`src/verilog/tfp_pkg.sv`:
```
// Shared constants, carrier types and helpers for the temperature fault protection block
package tfp_pkg;

    localparam int CLK_PERIOD_NS = 20;
    // Base measurement slot; every evaluation interval is a whole number of slots
    localparam int MEAS_SLOT_NS  = 3000;
    localparam int MEAS_SLOT_CYC = (MEAS_SLOT_NS + CLK_PERIOD_NS - 1) / CLK_PERIOD_NS;

    localparam int TS_W = 16;
    localparam logic [15:0] TS_STEP_COUNTS = 16'h0036;
    localparam logic [15:0] TS_MAX_COUNTS  = 16'h35ca;
    localparam logic [7:0]  DIE_THR_MIN    = 8'h19;
    localparam logic [7:0]  DIE_THR_MAX    = 8'h96;

    localparam logic [7:0] CMD_INT_TEMP      = 8'h28;
    localparam logic [7:0] CMD_REGOUT        = 8'h69;
    localparam logic [7:0] CMD_PROTECTION_RECOVERY_SUBCOMMAND = 8'h60;
    localparam int         THERMISTOR_BIAS_ALWAYS_BIT_BIT         = 0;
    localparam int         TEMPERATURE_RECOVERY_BIT_BIT       = 2;

    localparam logic BIAS_ALWAYS_RST = 1'b0;
    localparam logic DRIVER_RST      = 1'b0;
    localparam logic NORMAL_MODE_RST = 1'b1;

    typedef struct packed {
        logic       otd_en;
        logic       die_en;
        logic       autonomous;
        logic       dsg_on_otd;
        logic       dsg_on_die;
        logic       chg_on_die;
        logic [7:0] otd_thr_code;
        logic [7:0] otd_rec_code;
        logic [7:0] otd_persist;
        logic [7:0] die_thr;
        logic [7:0] die_rec;
        logic [7:0] die_persist;
        logic [1:0] v_speed;
        logic [1:0] i_speed;
        logic [1:0] s_speed;
        logic [7:0] sleep_interval;
    } tfp_cfg_t;

    typedef struct packed {
        logic        valid;
        logic [7:0]  code;
        logic [15:0] data;
    } tfp_cmd_t;

    typedef struct packed {
        logic otd_alert;
        logic otd_fault;
        logic die_alert;
        logic die_fault;
    } tfp_status_t;

    // Threshold code in steps of 54 counts; 255 steps land exactly on the range top
    function automatic logic [15:0] tfp_code_to_counts(input logic [7:0] code);
        logic [23:0] p;
        p = {16'h0000, code} * {8'h00, TS_STEP_COUNTS};
        return (p[15:0] > TS_MAX_COUNTS) ? TS_MAX_COUNTS : p[15:0];
    endfunction

    function automatic logic [7:0] tfp_clamp_die(input logic [7:0] t);
        if (t < DIE_THR_MIN) begin
            return DIE_THR_MIN;
        end else if (t > DIE_THR_MAX) begin
            return DIE_THR_MAX;
        end
        return t;
    endfunction

endpackage

```
`src/verilog/tfp_prot_check.sv`:
```
// One threshold check with alert, persistence count, trip and recovery
`timescale 1ns/1ps
module tfp_prot_check #(
    parameter int W        = 16,
    parameter bit HOT_HIGH = 1'b0
) (
    input  wire logic         clk,
    input  wire logic         srst,
    input  wire logic         enable,
    input  wire logic         sample,
    input  wire logic [W-1:0] value,
    input  wire logic [W-1:0] thr,
    input  wire logic [W-1:0] rec,
    input  wire logic [7:0]   persist,
    input  wire logic         host_rec,
    output logic              alert,
    output logic              fault
);
    import tfp_pkg::*;

    if (W < 8) begin : g_chk
        $error("tfp_prot_check: W must be at least 8");
    end

    logic       alert_q, alert_d;
    logic       fault_q, fault_d;
    logic [7:0] cnt_q, cnt_d;
    logic       hot;
    logic       cool;

    always_comb begin
        hot     = HOT_HIGH ? (value > thr) : (value < thr);
        cool    = HOT_HIGH ? (value <= rec) : (value >= rec);
        alert_d = alert_q;
        fault_d = fault_q;
        cnt_d   = cnt_q;
        if (!enable) begin
            alert_d = 1'b0;
            fault_d = 1'b0;
            cnt_d   = 8'h00;
        end else begin
            // Zero recovery threshold hands recovery to the host
            if (fault_q && host_rec && (rec == '0)) begin
                fault_d = 1'b0;
            end
            if (sample) begin
                if (fault_q) begin
                    if ((rec != '0) && cool) begin
                        fault_d = 1'b0;
                    end
                end else if (hot) begin
                    if (cnt_q >= persist) begin
                        alert_d = 1'b0;
                        fault_d = 1'b1;
                        cnt_d   = 8'h00;
                    end else begin
                        alert_d = 1'b1;
                        cnt_d   = cnt_q + 8'h01;
                    end
                end else begin
                    alert_d = 1'b0;
                    cnt_d   = 8'h00;
                end
            end
        end
    end

    always_ff @(posedge clk) begin
        if (srst) begin
            alert_q <= 1'b0;
            fault_q <= 1'b0;
            cnt_q   <= 8'h00;
        end else begin
            alert_q <= alert_d;
            fault_q <= fault_d;
            cnt_q   <= cnt_d;
        end
    end

    assign alert = alert_q;
    assign fault = fault_q;

endmodule

```
`src/verilog/tfp_meas_sched.sv`:
```
// Measurement request scheduler: speed-driven intervals awake, burst interval in sleep
`timescale 1ns/1ps
module tfp_meas_sched #(
    parameter int SLOT_CYC = tfp_pkg::MEAS_SLOT_CYC
) (
    input  wire logic       clk,
    input  wire logic       srst,
    input  wire logic       sleep_mode,
    input  wire logic [1:0] v_speed,
    input  wire logic [1:0] i_speed,
    input  wire logic [1:0] s_speed,
    input  wire logic [7:0] sleep_interval,
    output logic            ts_req,
    output logic            die_req
);
    import tfp_pkg::*;

    if (SLOT_CYC < 1 || SLOT_CYC > 65535) begin : g_chk
        $error("tfp_meas_sched: SLOT_CYC out of range");
    end

    localparam logic [15:0] SLOT_LAST = 16'(SLOT_CYC - 1);

    // Three speed codes sum to 9 at most, hence four bits
    function automatic logic [15:0] shift_period(input logic [3:0] sh);
        return 16'h0001 << sh;
    endfunction

    logic [15:0] div_q, div_d;
    logic [15:0] ts_cnt_q, ts_cnt_d;
    logic [15:0] die_cnt_q, die_cnt_d;
    logic        ts_req_q, ts_req_d;
    logic        die_req_q, die_req_d;
    logic        slot;
    logic [15:0] ts_per;
    logic [15:0] die_per;

    always_comb begin
        slot      = (div_q == SLOT_LAST);
        div_d     = slot ? 16'h0000 : div_q + 16'h0001;
        ts_per    = shift_period({2'b00, v_speed} + {2'b00, i_speed});
        die_per   = shift_period({2'b00, v_speed} + {2'b00, i_speed} + {2'b00, s_speed});
        // Sleep: both checks ride the same duty-cycled burst
        if (sleep_mode) begin
            ts_per  = {8'h00, sleep_interval} + 16'h0001;
            die_per = ts_per;
        end
        ts_cnt_d  = ts_cnt_q;
        die_cnt_d = die_cnt_q;
        ts_req_d  = 1'b0;
        die_req_d = 1'b0;
        if (slot) begin
            ts_cnt_d  = ts_cnt_q + 16'h0001;
            die_cnt_d = die_cnt_q + 16'h0001;
            if (ts_cnt_d >= ts_per) begin
                ts_cnt_d = 16'h0000;
                ts_req_d = 1'b1;
            end
            if (die_cnt_d >= die_per) begin
                die_cnt_d = 16'h0000;
                die_req_d = 1'b1;
            end
        end
    end

    always_ff @(posedge clk) begin
        if (srst) begin
            div_q     <= 16'h0000;
            ts_cnt_q  <= 16'h0000;
            die_cnt_q <= 16'h0000;
            ts_req_q  <= 1'b0;
            die_req_q <= 1'b0;
        end else begin
            div_q     <= div_d;
            ts_cnt_q  <= ts_cnt_d;
            die_cnt_q <= die_cnt_d;
            ts_req_q  <= ts_req_d;
            die_req_q <= die_req_d;
        end
    end

    assign ts_req  = ts_req_q;
    assign die_req = die_req_q;

endmodule

```
`src/verilog/tfp_temp_protect.sv`:
```
// Top of the temperature fault protection: thermistor and die checks, switch drivers
`timescale 1ns/1ps
// Behaviour
// - Thermistor reading below discharge threshold flags a discharge overtemperature.
// - Thermistor bias only while measuring, unless the regulator command sets always-on.
// - Discharge threshold from zero to 13770 counts in 54-count steps.
// - Discharge check works only while its enable bit is one.
// - First detection raises alert unless persistence is zero; fault after configured 0..255 measurements.
// - Discharge evaluation spacing follows voltage and current speed settings.
// - In sleep both checks run only in the periodic measurement burst.
// - Any temperature alert forces normal mode until cleared or tripped.
// - Discharge fault turns discharge driver off under autonomous control and config bit.
// - Discharge fault recovers once reading is at or above recovery threshold.
// - Zero recovery threshold needs the host recovery subcommand with its bit set.
// - Discharge alert reads one below threshold until trip, zero at or above it.
// - Discharge recovery clears fault bit and may re-enable discharge driver.
// - Die temperature above internal threshold flags internal overtemperature.
// - Die check uses the value the host reads; alert zero at or below threshold.
// - Internal threshold from 25 to 150 degrees in one-degree steps.
// - Internal check works only while its enable bit is one.
// - Internal alert escalates to fault after configured 0..255 measurements.
// - Internal spacing follows voltage, current and shared-slot speed settings.
// - Internal trip clears internal alert and sets internal fault bit.
// - Internal trip turns off charge and discharge drivers under autonomous control, each by its bit.
// - Internal fault recovers at or below recovery threshold, re-enabling drivers.
module tfp_temp_protect #(
    parameter int SLOT_CYC = tfp_pkg::MEAS_SLOT_CYC
) (
    input  wire logic                clk,
    input  wire logic                srst,
    input  wire tfp_pkg::tfp_cfg_t   cfg,
    input  wire tfp_pkg::tfp_cmd_t   cmd,
    input  wire logic                sleep_request,
    input  wire logic                dsg_request,
    input  wire logic                chg_request,
    input  wire logic [15:0]         ts_adc_value,
    input  wire logic                ts_adc_valid,
    input  wire logic [15:0]         die_temp_value,
    input  wire logic                die_adc_valid,
    output logic                     ts_adc_req,
    output logic                     die_adc_req,
    output logic                     thermistor_bias,
    output tfp_pkg::tfp_status_t     status,
    output logic                     discharge_switch_driver,
    output logic                     charge_switch_driver,
    output logic                     normal_mode,
    output logic [15:0]              die_temp_readback,
    output logic                     die_temp_read_valid
);
    import tfp_pkg::*;

    if (SLOT_CYC < 1) begin : g_chk
        $error("tfp_temp_protect: SLOT_CYC must be at least 1");
    end

    // Command decode
    logic bias_always_q, bias_always_d;
    logic host_temp_rec;
    logic read_temp;

    always_comb begin
        bias_always_d = bias_always_q;
        host_temp_rec = 1'b0;
        read_temp     = 1'b0;
        if (cmd.valid) begin
            if (cmd.code == CMD_REGOUT) begin
                bias_always_d = cmd.data[THERMISTOR_BIAS_ALWAYS_BIT_BIT];
            end else if (cmd.code == CMD_PROTECTION_RECOVERY_SUBCOMMAND) begin
                host_temp_rec = cmd.data[TEMPERATURE_RECOVERY_BIT_BIT];
            end else if (cmd.code == CMD_INT_TEMP) begin
                read_temp = 1'b1;
            end
        end
    end

    always_ff @(posedge clk) begin
        if (srst) begin
            bias_always_q <= BIAS_ALWAYS_RST;
        end else begin
            bias_always_q <= bias_always_d;
        end
    end

    // Measurement scheduling and result acceptance
    logic ts_req_w;
    logic die_req_w;
    logic normal_q, normal_d;

    tfp_meas_sched #(
        .SLOT_CYC       (SLOT_CYC)
    ) u_sched (
        .clk            (clk),
        .srst           (srst),
        .sleep_mode     (!normal_q),
        .v_speed        (cfg.v_speed),
        .i_speed        (cfg.i_speed),
        .s_speed        (cfg.s_speed),
        .sleep_interval (cfg.sleep_interval),
        .ts_req         (ts_req_w),
        .die_req        (die_req_w)
    );

    logic        ts_pend_q, ts_pend_d;
    logic        die_pend_q, die_pend_d;
    logic        bias_q, bias_d;
    logic        ts_sample;
    logic        die_sample;
    logic [15:0] die_last_q, die_last_d;
    logic [15:0] die_cmp;
    logic [15:0] rdbk_q, rdbk_d;
    logic        rdbk_vld_q, rdbk_vld_d;

    always_comb begin
        // Results are only evaluated when the scheduler asked for them
        ts_sample  = ts_adc_valid && ts_pend_q;
        die_sample = die_adc_valid && die_pend_q;
        ts_pend_d  = ts_pend_q;
        die_pend_d = die_pend_q;
        if (ts_req_w) begin
            ts_pend_d = 1'b1;
        end else if (ts_sample) begin
            ts_pend_d = 1'b0;
        end
        if (die_req_w) begin
            die_pend_d = 1'b1;
        end else if (die_sample) begin
            die_pend_d = 1'b0;
        end
        // Bias stays up from request until conversion ends, or always on command
        bias_d     = bias_always_d || ts_pend_d;
        die_last_d = die_sample ? die_temp_value : die_last_q;
        // Negative die readings can never be over temperature
        die_cmp    = die_temp_value[15] ? 16'h0000 : die_temp_value;
        rdbk_d     = read_temp ? die_last_q : rdbk_q;
        rdbk_vld_d = read_temp;
    end

    always_ff @(posedge clk) begin
        if (srst) begin
            ts_pend_q  <= 1'b0;
            die_pend_q <= 1'b0;
            bias_q     <= BIAS_ALWAYS_RST;
            die_last_q <= 16'h0000;
            rdbk_q     <= 16'h0000;
            rdbk_vld_q <= 1'b0;
        end else begin
            ts_pend_q  <= ts_pend_d;
            die_pend_q <= die_pend_d;
            bias_q     <= bias_d;
            die_last_q <= die_last_d;
            rdbk_q     <= rdbk_d;
            rdbk_vld_q <= rdbk_vld_d;
        end
    end

    // Threshold preparation
    logic [15:0] otd_thr;
    logic [15:0] otd_rec;
    logic [15:0] die_thr;
    logic [15:0] die_rec;

    always_comb begin
        otd_thr = tfp_code_to_counts(cfg.otd_thr_code);
        otd_rec = tfp_code_to_counts(cfg.otd_rec_code);
        die_thr = {8'h00, tfp_clamp_die(cfg.die_thr)};
        // Recovery keeps zero as the host-recovery marker, so it is not clamped
        die_rec = {8'h00, cfg.die_rec};
    end

    logic otd_alert;
    logic otd_fault;
    logic die_alert;
    logic die_fault;

    // Hot means a low reading on the thermistor
    tfp_prot_check #(
        .W        (TS_W),
        .HOT_HIGH (1'b0)
    ) u_otd (
        .clk      (clk),
        .srst     (srst),
        .enable   (cfg.otd_en),
        .sample   (ts_sample),
        .value    (ts_adc_value),
        .thr      (otd_thr),
        .rec      (otd_rec),
        .persist  (cfg.otd_persist),
        .host_rec (host_temp_rec),
        .alert    (otd_alert),
        .fault    (otd_fault)
    );

    tfp_prot_check #(
        .W        (TS_W),
        .HOT_HIGH (1'b1)
    ) u_die (
        .clk      (clk),
        .srst     (srst),
        .enable   (cfg.die_en),
        .sample   (die_sample),
        .value    (die_cmp),
        .thr      (die_thr),
        .rec      (die_rec),
        .persist  (cfg.die_persist),
        .host_rec (host_temp_rec),
        .alert    (die_alert),
        .fault    (die_fault)
    );

    // Mode and switch drivers
    logic dsg_q, dsg_d;
    logic chg_q, chg_d;
    logic dsg_block;
    logic chg_block;

    always_comb begin
        // An alert keeps the part awake so the persistence count runs at full rate
        normal_d  = !sleep_request || otd_alert || die_alert;
        dsg_block = cfg.autonomous &&
                    ((otd_fault && cfg.dsg_on_otd) || (die_fault && cfg.dsg_on_die));
        chg_block = cfg.autonomous && die_fault && cfg.chg_on_die;
        // Drivers return to the requested state as soon as the fault bit drops
        dsg_d     = dsg_request && !dsg_block;
        chg_d     = chg_request && !chg_block;
    end

    always_ff @(posedge clk) begin
        if (srst) begin
            normal_q <= NORMAL_MODE_RST;
            dsg_q    <= DRIVER_RST;
            chg_q    <= DRIVER_RST;
        end else begin
            normal_q <= normal_d;
            dsg_q    <= dsg_d;
            chg_q    <= chg_d;
        end
    end

    assign ts_adc_req              = ts_req_w;
    assign die_adc_req             = die_req_w;
    assign thermistor_bias         = bias_q;
    assign status.otd_alert        = otd_alert;
    assign status.otd_fault        = otd_fault;
    assign status.die_alert        = die_alert;
    assign status.die_fault        = die_fault;
    assign discharge_switch_driver = dsg_q;
    assign charge_switch_driver    = chg_q;
    assign normal_mode             = normal_q;
    assign die_temp_readback       = rdbk_q;
    assign die_temp_read_valid     = rdbk_vld_q;

endmodule

```
`config.mk`:
```
export PLATFORM = sky130hd
export DESIGN_NAME = tfp_temp_protect
export DESIGN_NICKNAME = d
export VERILOG_FILES = /design/src/verilog/tfp_pkg.sv /design/src/verilog/tfp_prot_check.sv /design/src/verilog/tfp_meas_sched.sv /design/src/verilog/tfp_temp_protect.sv
export SDC_FILE = /design/constraint.sdc
export NUM_CORES = 1
export LEC_CHECK = 0
export ABC_CLOCK_PERIOD_IN_PS = 6000
export BUFFER_PORTS_ARGS = -buffer_cell sky130_fd_sc_hd__buf_2
export CAP_MARGIN = 0
export CORE_ASPECT_RATIO = 1.25
export CORE_MARGIN = 2
export CORE_UTILIZATION = 30
export DETAILED_ROUTE_END_ITERATION = 7
export GPL_TIMING_DRIVEN = 0
export PLACE_DENSITY_LB_ADDON = 0.3
export SLEW_MARGIN = 5
export SYNTH_ARGS = -nofsm -noshare
export SYNTH_HDL_FRONTEND = slang
export SYNTH_SLANG_ARGS = --single-unit
```
`constraint.sdc`:
```
create_clock -name clk -period 6 [get_ports clk]
set_input_delay 0 -clock clk [delete_from_list [all_inputs] [get_ports clk]]
set_output_delay 0 -clock clk [all_outputs]
set_load 0.02 [all_outputs]
```
# Word-level counts from Yosys, hierarchy flattened
# Cells that the tools add are included.
[totals] register_bits=110 input_bits=132 out_inout_bits=27 word_cells=134
[op_classes] add_sub_neg=8 mul=2 magnitude_cmp=12 eq_ne=4 shifts=2 n_mux=47 n_bitwise=5 reduce_logical=33
[ops] cell="two-way mux 16 bit" count=4
[ops] cell="two-way mux 8 bit" count=7
[ops] cell="adder 16 x 1 -> 16 bit, second input constant" count=3
[ops] cell="two-way mux 1 bit" count=33
[ops] cell="greater-or-equal comparator 16 bit" count=2
[ops] cell="logical NOT 16 bit" count=2
[ops] cell="nonzero test 16 bit" count=2
[ops] cell="left shift 1 x 4 -> 16 bit, first input constant" count=2
[ops] cell="greater-than comparator 14 bit, second input constant" count=2
[ops] cell="two-way mux 14 bit" count=2
[ops] cell="multiplier 8 x 5 -> 13 bit, second input constant" count=2
[ops] cell="adder 8 x 1 -> 8 bit, second input constant" count=2
[ops] cell="equality test 16 x 8 -> 1 bit, second input constant" count=1
[ops] cell="equality test 8 x 7 -> 1 bit, second input constant" count=2
[ops] cell="greater-or-equal comparator 16 x 14 -> 1 bit" count=1
[ops] cell="greater-or-equal comparator 8 bit" count=2
[ops] cell="less-than comparator 16 x 14 -> 1 bit" count=1
[ops] cell="greater-than comparator 15 x 8 -> 1 bit" count=1
[ops] cell="<= comparator 15 x 8 -> 1 bit" count=1
[ops] cell="logical AND 1 bit" count=15
[ops] cell="two-way mux 15 bit" count=1
[ops] cell="adder 8 x 1 -> 9 bit, second input constant" count=1
[ops] cell="equality test 8 x 6 -> 1 bit, second input constant" count=1
[ops] cell="greater-than comparator 8 bit, second input constant" count=1
[ops] cell="other kinds (9)" count=22

# Depth between registers and ports, before layout
# Gate-level depths: netlist of run 1.
[depth] ltp_word=11 depth_mapped=25 depth_no_buf=24

# Hierarchy
# From an unflattened synthesis of run 1, not the netlist that was laid out.
[unflattened] cells_unflattened=1294 hier_area_um2=10578.9
[by_module_without_submodules] module="tfp_temp_protect" instances=1 cells_per_inst=487 area_each_um2=4061.4 seq_area_each_um2=800.8
[by_module_without_submodules] module="tfp_meas_sched" instances=1 cells_per_inst=398 area_each_um2=3385.7 seq_area_each_um2=1001.0
[by_module_without_submodules] module="tfp_prot_check (u_die)" instances=1 cells_per_inst=213 area_each_um2=1634.1 seq_area_each_um2=200.2
[by_module_without_submodules] module="tfp_prot_check (u_otd)" instances=1 cells_per_inst=196 area_each_um2=1497.7 seq_area_each_um2=200.2

# Least setup slack after synthesis of run 1
# Ideal clock, no wire load.
[synth_path] path_type="input -> register" start="input port cfg[57] (netlist bit)" end="register u_otd.cnt_q[3]" setup_ns=0.069 arrival_time_ns=5.138 required_time_ns=5.931 setup_slack_ns=0.792 path_stages=22 path_buffers=1 cell_sequence="ha_1 > fa_1 > inv_1 > fa_1 > inv_1 > ha_1 > buf_2 > inv_1 > a311o_1 > nor3_1 > o32ai_2 > a211oi_2 > nor2_1 > or3_1 > ha_1 > a21o_1 > a21o_1 > a21oi_1 > o2111ai_1 > a211oi_1 > nand3_2 > o21ai_1"
[synth_between] elab_chain_cells=5
[synth_lines] item="start: declaration" line_no="tfp_temp_protect.sv:31" text="input wire tfp_pkg::tfp_cfg_t cfg,"
[synth_lines] item="multiplier 8 x 5 -> 13 bit *" line_no="tfp_pkg.sv:60" text="p = {16'h0000, code} * {8'h00, TS_STEP_COUNTS};"
[synth_lines] item="greater-than comparator 14 bit" line_no="tfp_pkg.sv:61" text="return (p[15:0] > TS_MAX_COUNTS) ? TS_MAX_COUNTS : p[15:0];"
[synth_lines] item="two-way mux 14 bit *" line_no="tfp_pkg.sv:61"
[synth_lines] item="less-than comparator 16 x 14 -> 1 bit *" line_no="tfp_prot_check.sv:32" text="hot = HOT_HIGH ? (value > thr) : (value < thr);"
[synth_lines] item="two-way mux 8 bit *" line_no="tfp_prot_check.sv:51" text="end else if (hot) begin"
[synth_lines] item="end signal: assignment" line_no="tfp_prot_check.sv:76" text="cnt_q <= cnt_d;"
[synth_lines] item="end: declaration" line_no="tfp_prot_check.sv:27" text="logic [7:0] cnt_q, cnt_d;"
# Mark *: on every way between the ends. The rest lies on a longest branch, timed or not.
# A chain may end at the register's enable or synchronous reset.

# Worst setup path after layout of run 1
[layout_path] start="input port cfg[56] (netlist bit)" end="register u_otd.cnt_q[6]"
# The elaborated chain is that of the path after synthesis.

==> results of run 1 <==
-- layer usage --
layer  GRT usage [%]  part of all wire [%]
met5               0                  0.14
met4            3.92                   1.4
met3            3.41                   5.5
met2            28.8                    48
met1            19.7                    45
-- cell usage in the layout, fill, tap and decap left out, types with 6 or more instances in the layout --
master and instances:
a21oi_1 67, nor2_1 99, o211ai_1 29, a211oi_1 11, dlygate4sd3_1 23, nor3_1 28
clkbuf_1 26, or3_1 8, a21o_1 34, o21bai_1 6, o2111ai_1 6, a31oi_1 18
nand3_1 44, nor2b_1 23, o21ai_0 39, xnor2_1 30, nor4_1 10, nand4_1 19
o21a_1 13, nand2b_1 15, ha_1 149, and3_1 16, or2_2 7, nor3b_1 8
nand2_1 129, mux2i_1 20, xor2_1 30, inv_1 83, fa_1 18, a32o_1 6
dfxtp_1 110, buf_2 147, and2_1 15, clkbuf_16 9
-- flip-flops by register name (all words and copies together), names as in the netlist, 8 cells and up --
register,count
u_sched.die_cnt_q,16
u_otd.cnt_q,8
die_temp_readback,16
die_last_q,16
u_sched.div_q,16
u_sched.ts_cnt_q,16
u_die.cnt_q,8
-- repair_timing --
item,4_1_cts,5_1_grt
endpoints found under the hold margin,22,0
endpoints found under the setup margin,0,9
hold buffers,23,0
resized for setup,0,1
-- power breakdown --
group	internal, mW	switching [mW]
logic	0.472	0.642
clock network	0.288	0.305
registers	0.732	0.00262
-- metrics by stage --
step	setup TNS (ns)	util (%)	instances	setup WS [ns]
2_1_floorplan	0	-	1184	0.792
3_3_place_gp	-0.988	34.2	1740	-0.169
3_5_place_dp	-1.12	34.2	1740	-0.178
4_1_cts	0	35.8	1779	0.195
5_1_grt	0	35.8	1779	0.0892
6_report	0	35.8	1782	0.486
-- logic make-up after synthesis --
kind of cell	count (synthesis)
buffers and inverters	121
muxes	21
xor gates and xnor gates	60
AOI/OAI and AO/OA	268
and+or+nand+nor	437
DFF	110
adders and majority gates	167
-- path summary, 6_finish.rpt --
kind	slack [ns]	end	from	cells after the start
worst min-delay path	0.06	u_otd.cnt_q[0]	cfg[67]	3
worst max-delay path	0.49	u_otd.cnt_q[6]	cfg[56]	23
worst max register to register	1.52	u_sched.die_cnt_q[13]	u_sched.die_cnt_q[0]	15
worst min register to register	0.46	die_last_q[13]	die_last_q[13]	2
-- cell type report --
type / count / area (µm²)
repair buffers: 167 / 951
well taps: 412 / 515
plain buffers: 38 / 163
fillers: 3350 / 20300
clock inverters: 7 / 60.1
diodes: 3 / 7.51
flip-flops and latches: 110 / 2200
clock buffers: 9 / 225
multi-input cells: 953 / 6920
inverters: 83 / 312
-- critical path: stages --
cell and delay (ns):
buf_2 0.13, ha_1 0.31, fa_1 0.51, inv_1 0.05, fa_1 0.50, inv_1 0.04
ha_1 0.26, clkbuf_1 0.29, a21o_1 0.18, a21oi_1 0.08, a21boi_0 0.42, o32ai_2 0.15
a211oi_2 0.48, nor2_1 0.19, or3_1 0.36, ha_1 0.30, a21o_1 0.18, a21o_1 0.16
a21oi_1 0.16, o2111ai_1 0.17, a211oi_2 0.52, nand3_2 0.18, o21ai_1 0.17
==> qor.txt, run 1 <==
clk_lat worst skew - 0.37 ns
normalized max-slew margin - 32.4%
Worst Path Max Fanout - 8
largest family of logic cells by synthesized area - adder cells
Vias - 9037
largest net degree at the start of global routing - 20
root buffer cell - clkbuf_16
Yosys top cell by area - dfxtp_1
CTS H-tree lvls - 3
Tmin final - 5.51 ns
Synth Flop Type - dfxtp_1
DRT antenna net count - 0
fin nets - 1661
synthesized flop and latch total - 110
antenna violations before repair - 5
share of layout cells above drive strength 1 - 13.8%
Die Ht - 204 µm
io pins - 159
crit end category - register
CTS tree - yes
Overflow after GRT - 0
DRT iter0 DRCs - 511
area grow syn2layout - 18.4%
Worst Setup Start Kind - primary input
clk slew on worst S/H paths - 0.08 ns
CTS buffer count - 9
width of the die - 164 µm
Synth Area in XOR/XNOR - 5.48%
critical path type - in2reg
sequential share of the synthesized area - 23.0%
mux contribution to synthesized area - 2.20%
clock buffer depth - 2
core area - 31700 µm²
Setup Viol. Count Final - 0
synthesis warning total - 0
Syn Inst Count - 1184
Worst Path Required - 6.29 ns
Cell Area, Placed - 10800 µm²
final clock period utilization by the worst path - 91.9%
hold slack - 0.0640 ns
row count - 73
first-pass GRT wire length - 43.4 mm
simple-gate share of the synthesized area - 22.2%
WL/cell - 15.1 µm
Adder-Cell Fraction of Synth Area - 23.2%
via/cell ratio - 5.07
unique cell type count in the Yosys netlist - 67
First-pass DRT Iterations - 5
Post-synth ARST share - 0%
Post-synth EDFFs - 0
total power - 2.44 mW
status - finished, final reports clean
Initial Util - 30.3%
leak pwr - 5.28 nW
DIE AREA - 33400 µm²
ranking of synthesized cells by area - dfxtp_1 23%, ha_1 19%, nand2_1 5.0%
Power Dens Cells - 215 nW/µm²
Worst Tran Pin Value - 1.01 ns
post-synth top area share - 23.0%
f_max - 0.181 GHz
Max-Cap Viols - 0
Hold WC Path Type - in2reg
worst-case clock skew - 0.0249 ns
post-route design area - 11400 µm²
postcts setup bufs - 0
Hold Vio Cnt, Final - 0
synthesized area - 9590 µm²
commonest cells in the netlist - 149 x ha_1, 129 x nand2_1, 110 x dfxtp_1, 99 x nor2_1, 83 x inv_1
port bufs - 144
Total GRT Usage - 16.2%
Post-Route WL - 26.9 mm
Post-Syn Nets - 1483
vias in the first global route - 8900
WP data arrival - 5.81 ns
most numerous cell in the Yosys netlist - ha_1
RSZ-0062 raised after global routing - false
Synth Area in Compound Gates - 19.0%
final slew viol count - 0
DRC errors left - 0
maximum vdd drop - 0.139 mV
GP Congestion - 0.883
TritonCTS Sinks - 110
Avg Cell Area, Syn - 8.10 µm²
DP HPWL - 22.0 mm
(Power assumes the default switching activity.)
==> run 2, diff against run 1 <==
--- a/config.mk
+++ b/config.mk
@@ -5,7 +5,7 @@
 export SDC_FILE = /design/constraint.sdc
 export NUM_CORES = 1
 export LEC_CHECK = 0
-export ABC_CLOCK_PERIOD_IN_PS = 6000
+export ABC_CLOCK_PERIOD_IN_PS = 5300
 export BUFFER_PORTS_ARGS = -buffer_cell sky130_fd_sc_hd__buf_2
 export CAP_MARGIN = 0
 export CORE_ASPECT_RATIO = 1.25
@@ -14,6 +14,7 @@
 export DETAILED_ROUTE_END_ITERATION = 7
 export GPL_TIMING_DRIVEN = 0
 export PLACE_DENSITY_LB_ADDON = 0.3
+export RECOVER_POWER = 50
 export SLEW_MARGIN = 5
 export SYNTH_ARGS = -nofsm -noshare
 export SYNTH_HDL_FRONTEND = slang
==> constraint.sdc (replaced) <==
create_clock -name clk -period 5.3 [get_ports clk]
set_input_delay 0 -clock clk [delete_from_list [all_inputs] [get_ports clk]]
set_output_delay 0 -clock clk [all_outputs]
set_load 0.02 [all_outputs]
==> qor.txt, run 2 (synthesis results as in run 1) <==
status - finished, final reports clean
CTS tree - yes
critical path type - in2reg
vias in the first global route - 8912
Hold Vio Cnt, Final - 0
Max-Cap Viols - 0
Tmin final - 4.91 ns
Power Dens Cells - 246 nW/µm²
DP Worst Slack - -0.878 ns
WP data arrival - 5.20 ns
clk_lat worst skew - 0.37 ns
f_max - 0.204 GHz
final clock period utilization by the worst path - 92.6%
Worst Setup Start Kind - primary input
final slew viol count - 0
core area - 31700 µm²
setup ws final - 0.395 ns
Hold WC Path Type - in2reg
Overflow after GRT - 0
Fillers - 3360
TNS Setup - 0 ns
largest net degree at the start of global routing - 20
RSZ-0062 raised after global routing - false
fin nets - 1664
CTS buffer count - 9
Worst Tran Pin Value - 1.01 ns
Worst Path Required - 5.59 ns
clk slew on worst S/H paths - 0.08 ns
commonest cells after routing, fill and taps aside - 149 x ha_1, 129 x nand2_1, 120 x buf_2
io pins - 159
Die Ht - 204 µm
worst-case clock skew - 0.0247 ns
DIE AREA - 33400 µm²
DRT iter0 DRCs - 407
row count - 73
area grow syn2layout - 18.6%
Total GRT Usage - 16.2%
DRC errors left - 0
antenna violations before repair - 5
Post-Route WL - 26.9 mm
via/cell ratio - 5.09
WL/cell - 15.1 µm
port bufs - 144
GP Congestion - 0.883
DP HPWL - 22.0 mm
TritonCTS Sinks - 110
most common cell after layout, fill and taps aside - ha_1
DRT antenna net count - 0
normalized max-slew margin - 32.3%
first-pass GRT wire length - 43.4 mm
Setup Viol. Count Final - 0
Vias - 9084
Initial Util - 30.3%
width of the die - 164 µm
leak pwr - 5.19 nW
maximum vdd drop - 0.158 mV
crit end category - register
share of layout cells above drive strength 1 - 12.1%
First-pass DRT Iterations - 6
CTS H-tree lvls - 3
root buffer cell - clkbuf_16
clock buffer depth - 2
Worst Path Max Fanout - 9
run 2: changes by cell type in the layout (fill, tap and decap cells not counted), moves of 2 or more:
cell / before / now
a211oi_2: 2 / 0
a211oi_4: 0 / 2
and2_0: 0 / 5
and2_1: 15 / 10
buf_2: 147 / 120
buf_4: 4 / 6
clkbuf_1: 26 / 54
run 2: cell type report:
class,instances,area (µm²),area share (%)
repair buffers,171,948,8.33
clock inverters,7,60.1,0.528
inverters,83,312,2.74
plain buffers,37,154,1.35
clock buffers,9,225,1.98
well taps,412,515,4.53
diodes,3,7.51,0.0660
flip-flops and latches,110,2200,19.3
multi-input cells,953,6960,61.1
run 2: power by group:
group / internal (mW) / total [mW] / switching (mW)
Clock: 0.326 / 0.670 / 0.344
Sequential: 0.829 / 0.832 / 0.00301
Combinational: 0.558 / 1.30 / 0.740
run 2: critical path, cell delays in order:
cell and delay (ns):
buf_2 0.13, ha_1 0.31, fa_1 0.50, inv_1 0.05, fa_1 0.50, inv_1 0.04
ha_1 0.27, buf_2 0.17, a21o_1 0.18, a21oi_1 0.13, o21ai_1 0.12, a21boi_0 0.46
a31oi_4 0.17, nor2_1 0.32, or2_2 0.18, ha_1 0.23, a21o_1 0.16, a21o_1 0.16
a21oi_1 0.26, nand2_1 0.14, o31ai_4 0.38, nand3_2 0.15, o21ai_1 0.17
run 2: metal layers:
| metal | GRT usage [%] | part of all wire, % | up-vias |
|---|---|---|---|
| met3 | 3.43 | 5.4 | 37 |
| met4 | 4.14 | 1.7 | 6 |
| li1 | - | - | 4595 |
| met5 | 0 | 0.14 | - |
| met1 | 19.7 | 45 | 4248 |
| met2 | 28.8 | 48 | 198 |
run 2: repair_timing:
action	4_1_cts	5_1_grt
pin swaps	0	3
buffers inserted	0	4
hold buffers	23	0
endpoints found under the hold margin	22	0
cloned	0	0
resized for setup	5	2
setup endpoints to repair	9	10
run 2: worst paths after layout:
kind	start	end	slack (ns)	cells after the start
setup reg to reg	u_sched.die_cnt_q[0]	u_sched.die_cnt_q[1]	0.81	14
hold / removal	cfg[67]	u_otd.cnt_q[0]	0.07	3
hold reg to reg	die_last_q[13]	die_last_q[13]	0.46	2
setup / recovery	cfg[57]	u_otd.cnt_q[6]	0.39	23
run 2: per-stage QoR:
step	area (µm²)	hold slack [ns]	total power, mW	util (%)	cells
2_1_floorplan	9590	0.0879	1.79	-	1184
3_3_place_gp	10800	0.202	2.08	34.2	1740
3_5_place_dp	10800	0.204	2.10	34.2	1740
4_1_cts	11400	0.0420	2.81	35.9	1779
5_1_grt	11400	0.0794	3.05	35.9	1782
6_report	11400	0.0731	2.80	35.9	1785
==> run 3, diff against run 2 <==
--- a/config.mk
+++ b/config.mk
@@ -5,6 +5,7 @@
 export SDC_FILE = /design/constraint.sdc
 export NUM_CORES = 1
 export LEC_CHECK = 0
+export ABC_AREA = 1
 export ABC_CLOCK_PERIOD_IN_PS = 5300
 export BUFFER_PORTS_ARGS = -buffer_cell sky130_fd_sc_hd__buf_2
 export CAP_MARGIN = 0
==> qor.txt, run 3 <==
core area - 31100 µm²
GP Congestion - 0.856
Adder-Cell Fraction of Synth Area - 23.5%
min-delay src - ts_adc_valid
Vias - 9069
Yosys top cell by area - dfxtp_1
DRC errors left - 0
postcts setup bufs - 0
Tmin final - 4.73 ns
synthesis warning total - 0
worst r2r src - normal_mode
Sequential Area - 2200 µm²
share of layout cells above drive strength 1 - 10.7%
final clock period utilization by the worst path - 89.2%
Worst Path Max Fanout - 9
Post-Syn Nets - 1631
sequential share of the synthesized area - 23.2%
maximum vdd drop - 0.142 mV
unique cell type count in the Yosys netlist - 49
Post-synth ARST share - 0%
area grow syn2layout - 18.1%
width of the die - 163 µm
simple-gate share of the synthesized area - 25.9%
Worst Path Required - 5.58 ns
most common cell after layout, fill and taps aside - nand2_1
commonest cells in the netlist - 230 x nand2_1, 200 x inv_1, 149 x ha_1, 146 x nor2_1, 110 x dfxtp_1
fin nets - 1808
Setup Viol. Count Final - 0
Post-synth EDFFs - 0
Worst Setup Start Kind - primary input
reg2reg path depth - 21
root buffer cell - clkbuf_16
TNS Setup - 0 ns
clk_lat worst skew - 0.36 ns
Avg Cell Area, Syn - 7.12 µm²
clock buffer depth - 2
largest net degree at the start of global routing - 19
CTS H-tree lvls - 3
ranking of synthesized cells by area - dfxtp_1 23%, ha_1 20%, nand2_1 9.1%
largest family of logic cells by synthesized area - simple AND/OR/NAND/NOR gates
Initial Util - 30.5%
Die Ht - 203 µm
Overflow after GRT - 0
critical path type - in2reg
hold path cells - 4
RSZ-0062 raised after global routing - false
Max-Cap Viols - 0
most numerous cell in the Yosys netlist - nand2_1
WP data arrival - 5.01 ns
Total GRT Usage - 14.5%
reg-to-reg slack, setup - 1.45 ns
commonest cells after routing, fill and taps aside - 230 x nand2_1, 200 x inv_1, 149 x ha_1
synthesized area - 9480 µm²
clk slew on worst S/H paths - 0.08 ns
antenna violations before repair - 0
end of the worst register-to-register path - u_sched.die_cnt_q[12]
TritonCTS Sinks - 110
DRT antenna net count - 0
Synth Area in Compound Gates - 13.4%
normalized max-slew margin - 46.4%
Synth Flop Type - dfxtp_1
f_max - 0.212 GHz
synthesized flop and latch total - 110
Hold Path Sink - thermistor_bias
final cell count without fillers - 1921
dpl cells - 1882
mux contribution to synthesized area - 0%
first-pass GRT wire length - 39.6 mm
vias in the first global route - 8766
Syn Inst Count - 1332
Post-Route WL - 23.7 mm
multi-input logic area - 6450 µm²
DP HPWL - 20.0 mm
crit end category - register
port bufs - 143
io pins - 159
CTS tree - yes
post-synth top area share - 23.2%
CTS buffer count - 9
DRT iter0 DRCs - 358
worst-case clock skew - 0.00944 ns
via/cell ratio - 4.72
Power Dens Cells - 235 nW/µm²
Hold WC Path Type - in2reg
Worst Tran Pin Value - 0.798 ns
final slew viol count - 0
Fillers - 3381
Synth Area in XOR/XNOR - 4.99%
WL/cell - 12.4 µm
DIE AREA - 33100 µm²
leak pwr - 5.42 nW
status - finished, final reports clean
Hold Vio Cnt, Final - 0
row count - 72
First-pass DRT Iterations - 7
Ant. Diodes - 0
==> run 3: cell count changes after synthesis, sizes merged, moves of 28 or more <==
cell | previous run | this run
inv | 83 | 200
nand2 | 129 | 234
nor2 | 99 | 148
o21ai | 44 | 82
a21o | 34 | 3
nand3 | 45 | 73
==> run 3: power breakdown <==
part / total (mW) / leakage [nW] / switching (mW) / internal [mW]
registers: 0.832 / 0.887 / 0.00331 / 0.829
clock network: 0.653 / 0.137 / 0.329 / 0.323
logic: 1.15 / 4.40 / 0.694 / 0.453
==> run 3: critical path, cell delays in order <==
cell,delay (ns)
buf_2,0.12
ha_1,0.33
fa_1,0.52
inv_1,0.05
fa_1,0.50
inv_1,0.05
ha_1,0.35
nand2_1,0.09
nor2_1,0.09
nand2_1,0.07
nand3_1,0.12
nand2_1,0.06
nand2_1,0.08
xor2_1,0.27
nor2_1,0.08
nand3_1,0.17
inv_1,0.14
or2_2,0.29
ha_1,0.29
a21oi_1,0.17
nor2_1,0.05
a211oi_1,0.19
nor2_1,0.11
a2111oi_4,0.46
nand3_1,0.20
a21oi_1,0.16
==> run 3: cell families after synthesis <==
family | Yosys count
buffers and inverters | 223
flip-flops | 110
AND/OR/NAND/NOR | 552
adder cells (fa/ha/maj) | 167
XOR/XNOR | 54
AO/OA/AOI/OAI | 226
==> run 3: worst max path at each step <==
stage	startpoint	end	slack, ns	cells past startpoint
floorplan	cfg[55]	u_otd.alert	0.80	26
global placement	cfg[55]	u_otd.alert	-0.01	26
detailed placement	cfg[55]	u_otd.alert	-0.04	26
CTS	cfg[55]	u_otd.alert	0.29	26
global route	cfg[55]	u_otd.alert	0.20	26
finish	cfg[55]	u_otd.alert	0.57	26
==> run 3: routing by layer <==
metal / wire (µm) / up-vias / GRT usage [%]
li1: - / 4769 / -
met1: 10600 / 4148 / 17.0
met2: 12000 / 134 / 27.4
met3: 789 / 18 / 1.94
met4: 296 / 0 / 3.86
met5: 0 / - / 0
==> run 3: area by class of cell <==
type / instances / area share, %
Multi-Input combinational cell: 999 / 57.6
Tap cell: 407 / 4.55
Clock buffer: 10 / 2.04
Sequential cell: 110 / 19.7
Timing Repair Buffer: 166 / 8.15
Inverter: 203 / 6.80
Buffer: 20 / 0.804
Clock inverter: 6 / 0.402
==> run 3: through the flow <==
stage                     cell area [µm²]  power (mW)  setup WS (ns)  utilization [%]  hold slack, ns
final                               11200        2.63          0.573             36.0          0.0605
after global routing                11200        2.88          0.204             36.0          0.0868
after CTS                           11200        2.67          0.292             36.1          0.0338
after detailed placement            10700        2.00        -0.0443             34.5           0.191
after global placement              10700        1.97        -0.0132             34.5           0.185
after floorplan                      9480        1.71          0.795                -          0.0724
==> run 3: repair_timing <==
| action | CTS | global route |
|---|---|---|
| endpoints found under the setup margin | 0 | 4 |
| hold endpoints to repair | 23 | 0 |
| hold buffers | 23 | 0 |
| resized for setup | 0 | 1 |
